## config.mk

```make
export PLATFORM = sky130hd
export DESIGN_NAME = tsg_decode
export DESIGN_NICKNAME = d
export VERILOG_FILES = /design/src/include/tsg_pkg.sv /design/src/tsg_gate_dec.sv /design/src/tsg_decode.sv
export SDC_FILE = /design/constraint.sdc
export NUM_CORES = 2
export LEC_CHECK = 0
export ABC_CLOCK_PERIOD_IN_PS = 2600
export BUFFER_PORTS_ARGS = -buffer_cell sky130_fd_sc_hd__buf_2
export CORE_UTILIZATION = 30
export CTS_BUF_LIST = sky130_fd_sc_hd__clkbuf_8
export CTS_CLUSTER_SIZE = 16
export DETAILED_ROUTE_END_ITERATION = 10
export PLACE_DENSITY_LB_ADDON = 0.3
export SLEW_MARGIN = 40
export SYNTH_ARGS = -nofsm -noshare
export SYNTH_HDL_FRONTEND = slang
export SYNTH_HIERARCHICAL = 1
export SYNTH_SLANG_ARGS = --single-unit
```

## constraint.sdc

```tcl
create_clock -name REF_CLK -period 2.6 [get_ports REF_CLK]
set_input_delay 0.39 -clock REF_CLK [delete_from_list [all_inputs] [get_ports REF_CLK]]
set_output_delay 0.39 -clock REF_CLK [all_outputs]
set_load 0.005 [all_outputs]
```

## src/include/tsg_pkg.sv

```systemverilog
package tsg_pkg;
   // long-mode task_state_segment layout, dword index = byte offset / 4
   localparam int          TSG_WORDS         = 26;
   localparam logic [6:0]  TSG_SP_FIRST_OFS  = 7'h04;
   localparam logic [6:0]  TSG_SP_LAST_OFS   = 7'h1b;
   localparam logic [6:0]  TSG_IST_FIRST_OFS = 7'h24;
   localparam logic [6:0]  TSG_IST_LAST_OFS  = 7'h5b;
   localparam logic [6:0]  TSG_IO_PERMISSION_BITMAP_OFS      = 7'h64;
   localparam logic [4:0]  TSG_SP_FIRST_IDX  = 5'h01;
   localparam logic [4:0]  TSG_IST_FIRST_IDX = 5'h09;
   localparam logic [4:0]  TSG_IO_PERMISSION_BITMAP_IDX      = 5'h19;
   localparam int          TSG_IO_PERMISSION_BITMAP_LSB      = 16;
   localparam int          TSG_SP_LEVELS     = 3;
   localparam int          TSG_IST_COUNT     = 7;
   localparam logic [31:0] TSG_RST_WORD      = 32'h0;
   // gate descriptor fields, bit positions in the 64-bit descriptor
   localparam int          TSG_SEL_LSB       = 16;
   localparam int          TSG_TYPE_LSB      = 40;
   localparam int          TSG_S_BIT         = 44;
   localparam int          TSG_DPL_LSB       = 45;
   localparam int          TSG_P_BIT         = 47;
   localparam logic [4:0]  TSG_TASK_GATE     = 5'h05;
   // busy flag inside the type field of a segment descriptor
   localparam int          TSG_BUSY_BIT      = 41;
   localparam logic [15:0] TSG_RST_SEL       = 16'h0;
   localparam logic [63:0] TSG_RST_DESC      = 64'h0;
endpackage : tsg_pkg

```

## src/tsg_gate_dec.sv

```systemverilog
`timescale 1ns/10ps
module tsg_gate_dec
   import tsg_pkg::*;
(
   input  wire logic [63:0] desc,
   output wire logic        is_task,
   output wire logic        present,
   output wire logic [1:0]  gate_privilege_level,
   output wire logic [15:0] selector
);
   wire logic [4:0] s_type;

   assign s_type   = desc[TSG_S_BIT:TSG_TYPE_LSB];
   assign is_task  = (s_type == TSG_TASK_GATE);                // [RULE10]
   // present flag is only observed here, never written back
   assign present  = desc[TSG_P_BIT];                          // [RULE12]
   assign gate_privilege_level      = desc[TSG_DPL_LSB+1:TSG_DPL_LSB];          // [RULE13]
   // reserved bits of both dwords are left unread
   assign selector = desc[TSG_SEL_LSB+15:TSG_SEL_LSB];         // [RULE15]
endmodule : tsg_gate_dec

```

## src/tsg_decode.sv

```systemverilog
`timescale 1ns/10ps
// What this block does
// [RULE1] no hardware task switch in long mode; such requests are refused
// [RULE2] software builds a 64-bit segment before long mode is used
// [RULE3] task register load accepted in long mode only from 64-bit mode
// [RULE4] no register-save fields exist or are used in the 64-bit segment
// [RULE5] software saves and restores its own multitasking state
// [RULE6] privilege stack pointers 0..2 read as 64-bit from bytes 04h-1Bh
// [RULE7] seven stack-table pointers read as 64-bit from bytes 24h-5Bh
// [RULE8] 16-bit io bitmap base taken from bytes 66h-67h
// [RULE9] task gates accepted from global, local or interrupt tables
// [RULE10] task gate identified when system bit and type equal 00101b
// [RULE11] not-present fault when a referenced descriptor has present clear
// [RULE12] present flag is written by software only, never by this block
// [RULE13] gate privilege level from bits 14:13 of upper dword
// [RULE14] task register load stores descriptor, marks busy, no switch
// [RULE15] gate selector from bits 31:16 of lower dword, reserved ignored
// [RULE16] reserved areas of the segment, 00h-03h and 1Ch-23h, ignored
module tsg_decode
   import tsg_pkg::*;
#(
   parameter int NUM_IST = TSG_IST_COUNT
)
(
   input  wire logic        REF_CLK,
   input  wire logic        SRST,
   input  wire logic        CE,
   input  wire logic        LONG_MODE,
   input  wire logic        MODE64,
   input  wire logic        TSS_WR_VALID,
   input  wire logic [6:0]  TSS_WR_OFFSET,
   input  wire logic [31:0] TSS_WR_DATA,
   input  wire logic [1:0]  SP_SEL,
   input  wire logic [2:0]  IST_SEL,
   input  wire logic        LTR_VALID,
   input  wire logic [15:0] LTR_SELECTOR,
   input  wire logic [63:0] LTR_DESC,
   input  wire logic        TASK_SWITCH_REQ,
   input  wire logic        GATE_VALID,
   input  wire logic [1:0]  GATE_TABLE,
   input  wire logic [63:0] GATE_DESC,
   output logic [63:0]      PRIV_SP,
   output logic [63:0]      IST_PTR,
   output logic [15:0]      IO_PERMISSION_BITMAP_BASE,
   output logic [15:0]      TR_SELECTOR,
   output logic [63:0]      TR_DESC,
   output logic             TR_BUSY,
   output logic             LTR_FAULT,
   output logic             TS_ACCEPT,
   output logic             TS_REFUSED,
   output logic             GATE_DONE,
   output logic             GATE_IS_TASK,
   output logic             GATE_PRESENT,
   output logic [1:0]       GATE_DPL,
   output logic [15:0]      GATE_SELECTOR,
   output logic [1:0]       GATE_TABLE_OUT,
   output logic             GATE_TASK_SWITCH,
   output logic             NP_FAULT
);
   import tsg_pkg::*;

   if (NUM_IST < 1 || NUM_IST > TSG_IST_COUNT)
   begin : g_bad_ist
      $error("NUM_IST must lie in 1..7");
   end

   localparam logic [3:0] IST_MAX = 4'(NUM_IST);

   // shadow of the processor-used dwords of the segment
   logic [31:0] mem_q [TSG_WORDS];

   function automatic logic ofs_used(input logic [6:0] ofs);
      ofs_used = ((ofs >= TSG_SP_FIRST_OFS) && (ofs <= TSG_SP_LAST_OFS)) ||
                 ((ofs >= TSG_IST_FIRST_OFS) && (ofs <= TSG_IST_LAST_OFS)) ||
                 (ofs == TSG_IO_PERMISSION_BITMAP_OFS);
   endfunction : ofs_used

   wire logic [4:0]  wr_idx;
   wire logic        wr_ok;
   wire logic [4:0]  sp_idx;
   wire logic [4:0]  ist_idx;
   wire logic        sp_ok;
   wire logic        ist_ok;
   wire logic [63:0] sp_next;
   wire logic [63:0] ist_next;
   wire logic        ltr_ok;
   wire logic        ltr_bad;
   wire logic        dec_task;
   wire logic        dec_present;
   wire logic [1:0]  dec_dpl;
   wire logic [15:0] dec_sel;
   wire logic [15:0] io_permission_bitmap_next;

   assign wr_idx = TSS_WR_OFFSET[6:2];
   // legacy save areas and reserved dwords are dropped on write
   assign wr_ok  = TSS_WR_VALID && (TSS_WR_OFFSET[1:0] == 2'h0) &&
                   ofs_used(TSS_WR_OFFSET);          // [RULE4] [RULE16]

   assign sp_idx   = 5'(TSG_SP_FIRST_IDX + {2'h0, SP_SEL, 1'b0});
   assign ist_idx  = 5'(TSG_IST_FIRST_IDX + {1'b0, IST_SEL, 1'b0});
   assign sp_ok    = ({30'h0, SP_SEL} < TSG_SP_LEVELS);
   assign ist_ok   = ({1'b0, IST_SEL} < IST_MAX);
   assign sp_next  = sp_ok ? {mem_q[sp_idx + 5'h01], mem_q[sp_idx]}
                           : 64'h0;                          // [RULE6]
   assign ist_next = ist_ok ? {mem_q[ist_idx + 5'h01], mem_q[ist_idx]}
                            : 64'h0;                         // [RULE7]
   assign io_permission_bitmap_next = mem_q[TSG_IO_PERMISSION_BITMAP_IDX][TSG_IO_PERMISSION_BITMAP_LSB+15:TSG_IO_PERMISSION_BITMAP_LSB]; // [RULE8]

   // in long mode the load must come from 64-bit code
   assign ltr_bad = LTR_VALID && LONG_MODE && !MODE64;       // [RULE3]
   assign ltr_ok  = LTR_VALID && !ltr_bad;

   tsg_gate_dec u_gate_dec
   (
      .desc     (GATE_DESC),
      .is_task  (dec_task),
      .present  (dec_present),
      .gate_privilege_level      (dec_dpl),
      .selector (dec_sel)
   );

   always_ff @(posedge REF_CLK)
   begin
      if (SRST)
      begin
         for (int i = 0; i < TSG_WORDS; i++)
         begin
            mem_q[i] <= TSG_RST_WORD;
         end
      end
      else if (CE && wr_ok)
      begin
         mem_q[wr_idx] <= TSS_WR_DATA;
      end
   end

   always_ff @(posedge REF_CLK)
   begin
      if (SRST)
      begin
         PRIV_SP   <= 64'h0;
         IST_PTR   <= 64'h0;
         IO_PERMISSION_BITMAP_BASE <= 16'h0;
      end
      else if (CE)
      begin
         PRIV_SP   <= sp_next;
         IST_PTR   <= ist_next;
         IO_PERMISSION_BITMAP_BASE <= io_permission_bitmap_next;
      end
   end

   // descriptor stored with busy set; segment shadow left untouched
   always_ff @(posedge REF_CLK)
   begin
      if (SRST)
      begin
         TR_SELECTOR <= TSG_RST_SEL;
         TR_DESC     <= TSG_RST_DESC;
         TR_BUSY     <= 1'b0;
         LTR_FAULT   <= 1'b0;
      end
      else if (CE)
      begin
         LTR_FAULT <= ltr_bad;
         if (ltr_ok)
         begin
            TR_SELECTOR <= LTR_SELECTOR;                      // [RULE14]
            TR_DESC     <= LTR_DESC | (64'h1 << TSG_BUSY_BIT);
            TR_BUSY     <= 1'b1;
         end
      end
   end

   always_ff @(posedge REF_CLK)
   begin
      if (SRST)
      begin
         TS_ACCEPT  <= 1'b0;
         TS_REFUSED <= 1'b0;
      end
      else if (CE)
      begin
         TS_ACCEPT  <= TASK_SWITCH_REQ && !LONG_MODE;         // [RULE1]
         TS_REFUSED <= TASK_SWITCH_REQ && LONG_MODE;
      end
   end

   // any table is fine for a task gate, so the table is only echoed
   always_ff @(posedge REF_CLK)
   begin
      if (SRST)
      begin
         GATE_DONE        <= 1'b0;
         GATE_IS_TASK     <= 1'b0;
         GATE_PRESENT     <= 1'b0;
         GATE_DPL         <= 2'h0;
         GATE_SELECTOR    <= 16'h0;
         GATE_TABLE_OUT   <= 2'h0;
         GATE_TASK_SWITCH <= 1'b0;
         NP_FAULT         <= 1'b0;
      end
      else if (CE)
      begin
         GATE_DONE        <= GATE_VALID;
         GATE_TASK_SWITCH <= GATE_VALID && dec_task && dec_present &&
                             !LONG_MODE;                      // [RULE9]
         NP_FAULT         <= GATE_VALID && !dec_present;      // [RULE11]
         if (GATE_VALID)
         begin
            GATE_IS_TASK   <= dec_task;
            GATE_PRESENT   <= dec_present;
            GATE_DPL       <= dec_dpl;
            GATE_SELECTOR  <= dec_sel;
            GATE_TABLE_OUT <= GATE_TABLE;
         end
      end
   end
endmodule : tsg_decode

```

Word-level counts from Yosys, hierarchy flattened
Memories as Yosys holds them, arrays and structs flattened. A register that Yosys moved wholly into a read port is not among the register bits.
Index checks and enable logic that the tools add are counted.
- register bits after elaboration: 237
- RAM bits: 832
- input port bits: 199
- word-level logic and storage cells: 63
- memories kept: 1
- $add $sub $neg: 4
- magnitude comparators: 6
- equality and inequality tests: 2
- muxes and demuxes: 10
- reduce and logical (&&, ||, !) cells: 24
- memories (memory ; words ; width ; rd ports ; clocked after memory_dff ; wr ports ; line ; RTL):
    mem_q ; 26 ; 32 ; 5 ; 1 ; 26 ; tsg_decode.sv:70 ; logic [31:0] mem_q [TSG_WORDS];
- operators with widths (cell ; number):
    $mux W64 ; 2
    $mux W32 ; 1
    $reduce_or A32 Y1 ; 1
    $logic_and A1 B1 Y1 ; 14
    $eq A7 B7 Y1 const B ; 1
    $ge A7 B3 Y1 const B ; 1
    $ge A7 B6 Y1 const B ; 1
    $le A7 B5 Y1 const B ; 1
    $le A7 B7 Y1 const B ; 1
    $mux W1 ; 6
    $add A4 B1 Y5 const B ; 1
    $add A4 B4 Y5 const A ; 1
    $add A5 B1 Y5 const B ; 1
    $eq A5 B3 Y1 const B ; 1
    $mux W5 ; 1
    $add A1 B3 Y4 const A ; 1
    $logic_not A1 Y1 ; 4
    $reduce_and A2 Y1 ; 2
    $lt A3 B3 Y1 const B ; 1
    $logic_not A2 Y1 ; 1
    $logic_or A1 B1 Y1 ; 2
    $lt A2 B2 Y1 const B ; 1

Depth between registers and ports, before layout
- depth after elaboration: 11
- gate-level depth with buffers: 9

By module
The synthesis kept the hierarchy.
- by module, submodules not included (module ; times used ; cells each ; area an instance (um^2) ; seq. area each (um^2)):
    tsg_decode ; 1 ; 3350 ; 47276.6 ; 31470.2
    tsg_gate_dec ; 1 ; 21 ; 156.4 ; 0.0

Least setup slack after synthesis
Ideal clock, no wire load.
- path type: input to register
- from: input port TSS_WR_OFFSET[4]
- to: memory mem_q[18][0], enable pin
- setup time: 0.375 ns
- arrival time: 1.891 ns
- required time: 2.225 ns
- path slack: 0.335 ns
- stages: 4
- path buffers: 1
- path through: clkbuf_1 > or3b_2 > nor4b_4 > or2_2
- RTL lines (what ; line ; RTL):
    start: declaration ; tsg_decode.sv:31 ; input wire logic [6:0] TSS_WR_OFFSET,
    end: declaration ; tsg_decode.sv:70 ;

Worst setup path after layout
- from: register IST_PTR[52]
- to: output port IST_PTR[52]
- RTL lines (what ; line ; RTL):
    start: declaration ; tsg_decode.sv:43 ; output logic [63:0] IST_PTR,
    start signal: assignment ; tsg_decode.sv:148 ; IST_PTR <= ist_next;
No word-level cell between the ends.

==> run summary <==
WORST SETUP PATH
--------------------------------------------------------------------------------------------
Data arrival, critical path                                                          1.57 ns
CP delay by family, top                                                           flip-flops
WS Path Type                                                                      reg -> out
Slowest cell on the critical path                                                    dfxtp_1
Kind of start point of the critical path                                                flop
List of cells traversed by the critical path                                           buf_2
Required time of the critical path                                                   2.21 ns
Endpoint type of the worst setup path                                            output port
Peak per-stage delay on the critical path                                            0.48 ns
Worst path buffer plus inverter count                                                      1
CP max FO                                                                                  2

FINAL LAYOUT
--------------------------------------------------------------------------------------------
Share of cells above drive strength 1                                                 24.51%
Area grow syn2layout                                                                  24.97%
Filler cell count                                                                      14840
Post-route non-filler standard cell count                                               6428
Area of the multi-input gates                                                    15400 sq um
Number of nets in the finished design                                                   4398
Area of all sequential standard cells                                            31470 sq um

POWER
--------------------------------------------------------------------------------------------
Leakage power figure                                                              0.02255 uW
Switching Share                                                                       24.89%
Clk network pwr share                                                                  39.4%
Switch Pwr                                                                          10130 uW
Gate power share                                                                        9.3%
Internal Power                                                                      30570 uW
Sequential fraction of design power                                                    51.4%
Tot Pwr                                                                             40700 uW
Maximum vdd ir drop                                                                0.5185 mV
Power Dens Cells                                                                686.6 nW/um^2

GLOBAL ROUTING
--------------------------------------------------------------------------------------------
Global-route wire length before repair                                              197.1 mm
Number of antenna violations at the first check in global routing                         15
GRT overflow                                                                               0
Maximum number of pins on one net before global-route repair                             149
Tot GR Track Use                                                                      16.77%
Vias in the first global route                                                         29741

ROUTING
--------------------------------------------------------------------------------------------
Count of nets left with antenna violations after detail routing                            0
Routed wire length                                                                  136.5 mm
Via count                                                                              29748
Wire length per cell after detailed routing                                     21.24 microns
Routed vias/inst                                                                       4.628
Count of routing violations after the opening detailed-route iteration                  2157
DRC Markers                                                                                0
Detailed-router iteration count before antenna repair                                      5

DIE
--------------------------------------------------------------------------------------------
Die Span Y                                                                      399.6 microns
Die outline width                                                               399.6 microns
Total die area                                                                  159700 sq um
Effective utilization at floorplan                                                    30.30%
Area of the core region                                                         156600 sq um
Standard-cell row count                                                                  145
Io pins                                                                                  452

RUN STATUS
--------------------------------------------------------------------------------------------
Run status                                                                      finished, final reports clean

SYNTH
--------------------------------------------------------------------------------------------
Async SR Flop Fraction                                                                    0%
Compound-gate portion of the synthesized area                                         5.685%
Top cell type by total area after synthesis                                         edfxtp_1
Combinational family with the most area after synthesis                         simple AND/OR/NAND/NOR gates
Number of enable flip-flop cells after synthesis                                         880
Cell count after synthesis                                                              3371
Xor/xnor cell area share of the yosys netlist                                             0%
Most frequently used flop master after synthesis                                    edfxtp_1
Top cells by area, synth                                                        edfxtp_1 (56%), dfxtp_1 (11%), mux4_2 (9.1%)
Most frequent cell after synthesis                                                  edfxtp_1
Register bit total from synthesis                                                       1132
Area share of the largest cell type after synthesis                                   55.71%
Leading cell types by count after synthesis                                     edfxtp_1 (880), and2_1 (658), nand2_1 (342), dfxtp_1 (252), clkbuf_1 (246)
Mux cell area share after synthesis                                                   11.49%
Library cells used by synthesis                                                           47
Number of warnings issued by yosys                                                         6
Sequential cell area fraction in the yosys report                                     66.35%
Basic-gate share of the synthesized area counting and, or, nand and nor cells         13.32%
Synth Cell Area                                                                  47430 sq um
Adder-cell share of the synthesized area                                            0.05276%
Syn Area/Cell                                                                    14.07 sq um

CLOCK TREE
--------------------------------------------------------------------------------------------
TritonCTS Buffers                                                                        193
CTS root buffer                                                                     clkbuf_8
CTS tree                                                                                 yes
Number of buffers on the longest clock path                                                3
Number of cells upsized or downsized after cts                                             0
Sink Count                                                                              1132
Clock transition at the registers of the reported paths                              0.06 ns
Max H-tree Level                                                                           4
Insertion delay to the later sink of the worst-skew pair                             0.91 ns

TIMING
--------------------------------------------------------------------------------------------
Final worst setup slack                                                            0.6422 ns
Period minus WS final                                                               1.958 ns
Number of failing setup endpoints in the final timing report                               0
Setup repair after global routing missed its margin                                       no
Highest achievable clock rate                                                      510.8 MHz
Transition time of the tightest slew-check pin                                     0.7347 ns
Max Clock Skew                                                                    0.05814 ns
Count of endpoints failing hold in the final timing report                                 0
Final-layout setup total negative slack                                                 0 ns
Portion of the clock cycle consumed by the worst path in the final layout             75.30%
Final count of pins violating max slew                                                     0
Relative slew margins                                                                 51.02%

PLACE
--------------------------------------------------------------------------------------------
HPWL after DPL                                                                      86.56 mm
Cell count after placement                                                              5899
Port Buf Inserts                                                                         410
Worst-case setup slack after placement                                             0.1457 ns
Routability congestion estimate from global placement                                 0.7786

HOLD PATH
--------------------------------------------------------------------------------------------
Class of the tightest hold or removal check                                        in -> reg

RUN
--------------------------------------------------------------------------------------------
Number of max-cap violations                                                               0

==> state kept, by name, indices dropped and copies added, names as in the netlist <==
register,count
PRIV_SP,64
mem_q,880
IST_PTR,64
GATE_DONE,1
NP_FAULT,1
IO_PERMISSION_BITMAP_BASE,16
GATE_IS_TASK,1
GATE_TABLE_OUT,2
GATE_PRESENT,1
TR_SELECTOR,16
GATE_TASK_SWITCH,1
LTR_FAULT,1
TS_REFUSED,1
GATE_SELECTOR,16
TR_DESC,64
GATE_DPL,2
TS_ACCEPT,1
==> placed cells by master (no fill, tap or decap), drive strengths merged, types with 2 or more instances in the layout <==
cell	n
a21oi	236
a221oi	4
a22oi	64
and2	658
and4	2
and4bb	2
buf	577
bufinv	5
clkbuf	222
clkinv	32
conb	224
dfxtp	252
diode	5
dlygate4sd3	160
edfxtp	880
ha	2
inv	106
mux2	5
mux2i	107
mux4	192
nand2	342
nand2b	2
nand3	10
nand3b	4
nand4b	2
nor2	102
nor2b	8
nor3	5
nor4	3
o2111ai	27
o211ai	64
o21ai	5
o221ai	27
or2	24
==> area by class of cell <==
type / count / share of cell area (%)
flip-flops and latches: 1132 / 53.09
multi-input cells: 2130 / 25.99
repair buffers: 737 / 9.957
clock buffers: 222 / 5.155
well taps: 2058 / 4.344
clock inverters: 141 / 1.416
inverters: 3 / 0.02744
diodes: 5 / 0.02111
==> path summary, 6_finish.rpt <==
| kind | from | end | slack, ns | depth (start not counted) |
|---|---|---|---|---|
| worst max-delay path | IST_PTR[52]$_SDFFE_PP0P_ | IST_PTR[52] | 0.64 | 1 |
| worst min-delay path | CE | NP_FAULT$_SDFFE_PP0P_ | 0.09 | 5 |
| worst max register to register | mem_q[2][18]$_SDFFCE_PN0P_ | IST_PTR[50]$_SDFFE_PP0P_ | 0.87 | 6 |
| worst min register to register | TR_DESC[4]$_SDFFE_PP0P_ | TR_DESC[4]$_SDFFE_PP0P_ | 0.45 | 2 |
==> metal layers <==
layer  GRT usage (%)  wire (microns)  up-vias  share of wire [%]
met5               0              14        -              0.010
met4           4.894            3286        2                2.4
met3           3.327            7182      200                5.3
met2           29.40           69140      830                 51
met1           20.72           56870    14952                 42
li1                -               -    13764                  -
==> kinds of logic (layout without fill, tap and decap cells) <==
logic type                 after synthesis  in the layout
AOI/OAI and AO/OA                      429            429
buffers and inverters                  332           1103
adders and majority gates                2              2
muxes                                  304            304
and+or+nand+nor                       1171           1171
other                                    1            229
DFF                                   1132           1132
==> power groups by stage <==
stage	Clock, uW	Combinational [uW]	Sequential [uW]
2_1_floorplan	0	2010	21200
3_3_place_gp	0	3650	21200
3_5_place_dp	0	3660	21300
4_1_cts	16500	3860	20900
5_1_grt	17300	4090	21000
6_report	16000	3780	20900
==> repair_timing <==
item	4_1_cts	5_1_grt
endpoints found under the setup margin	0	0
endpoints found under the hold margin	201	0
buffers inserted	0	0
hold buffers	160	0
==> stage by stage <==
| stage | instance area (sq um) | util [%] | hold slack [ns] |
|---|---|---|---|
| 2_1_floorplan | 48270 | - | 0.4527 |
| 6_report | 59280 | 37.86 | 0.08599 |
| 5_1_grt | 59270 | 37.86 | 0.02444 |
| 3_5_place_dp | 53750 | 34.33 | 0.4441 |
| 4_1_cts | 59240 | 37.84 | 0.005342 |
| 3_3_place_gp | 53740 | 34.33 | 0.4406 |
No activity file was read; power rests on OpenSTA's default activity.
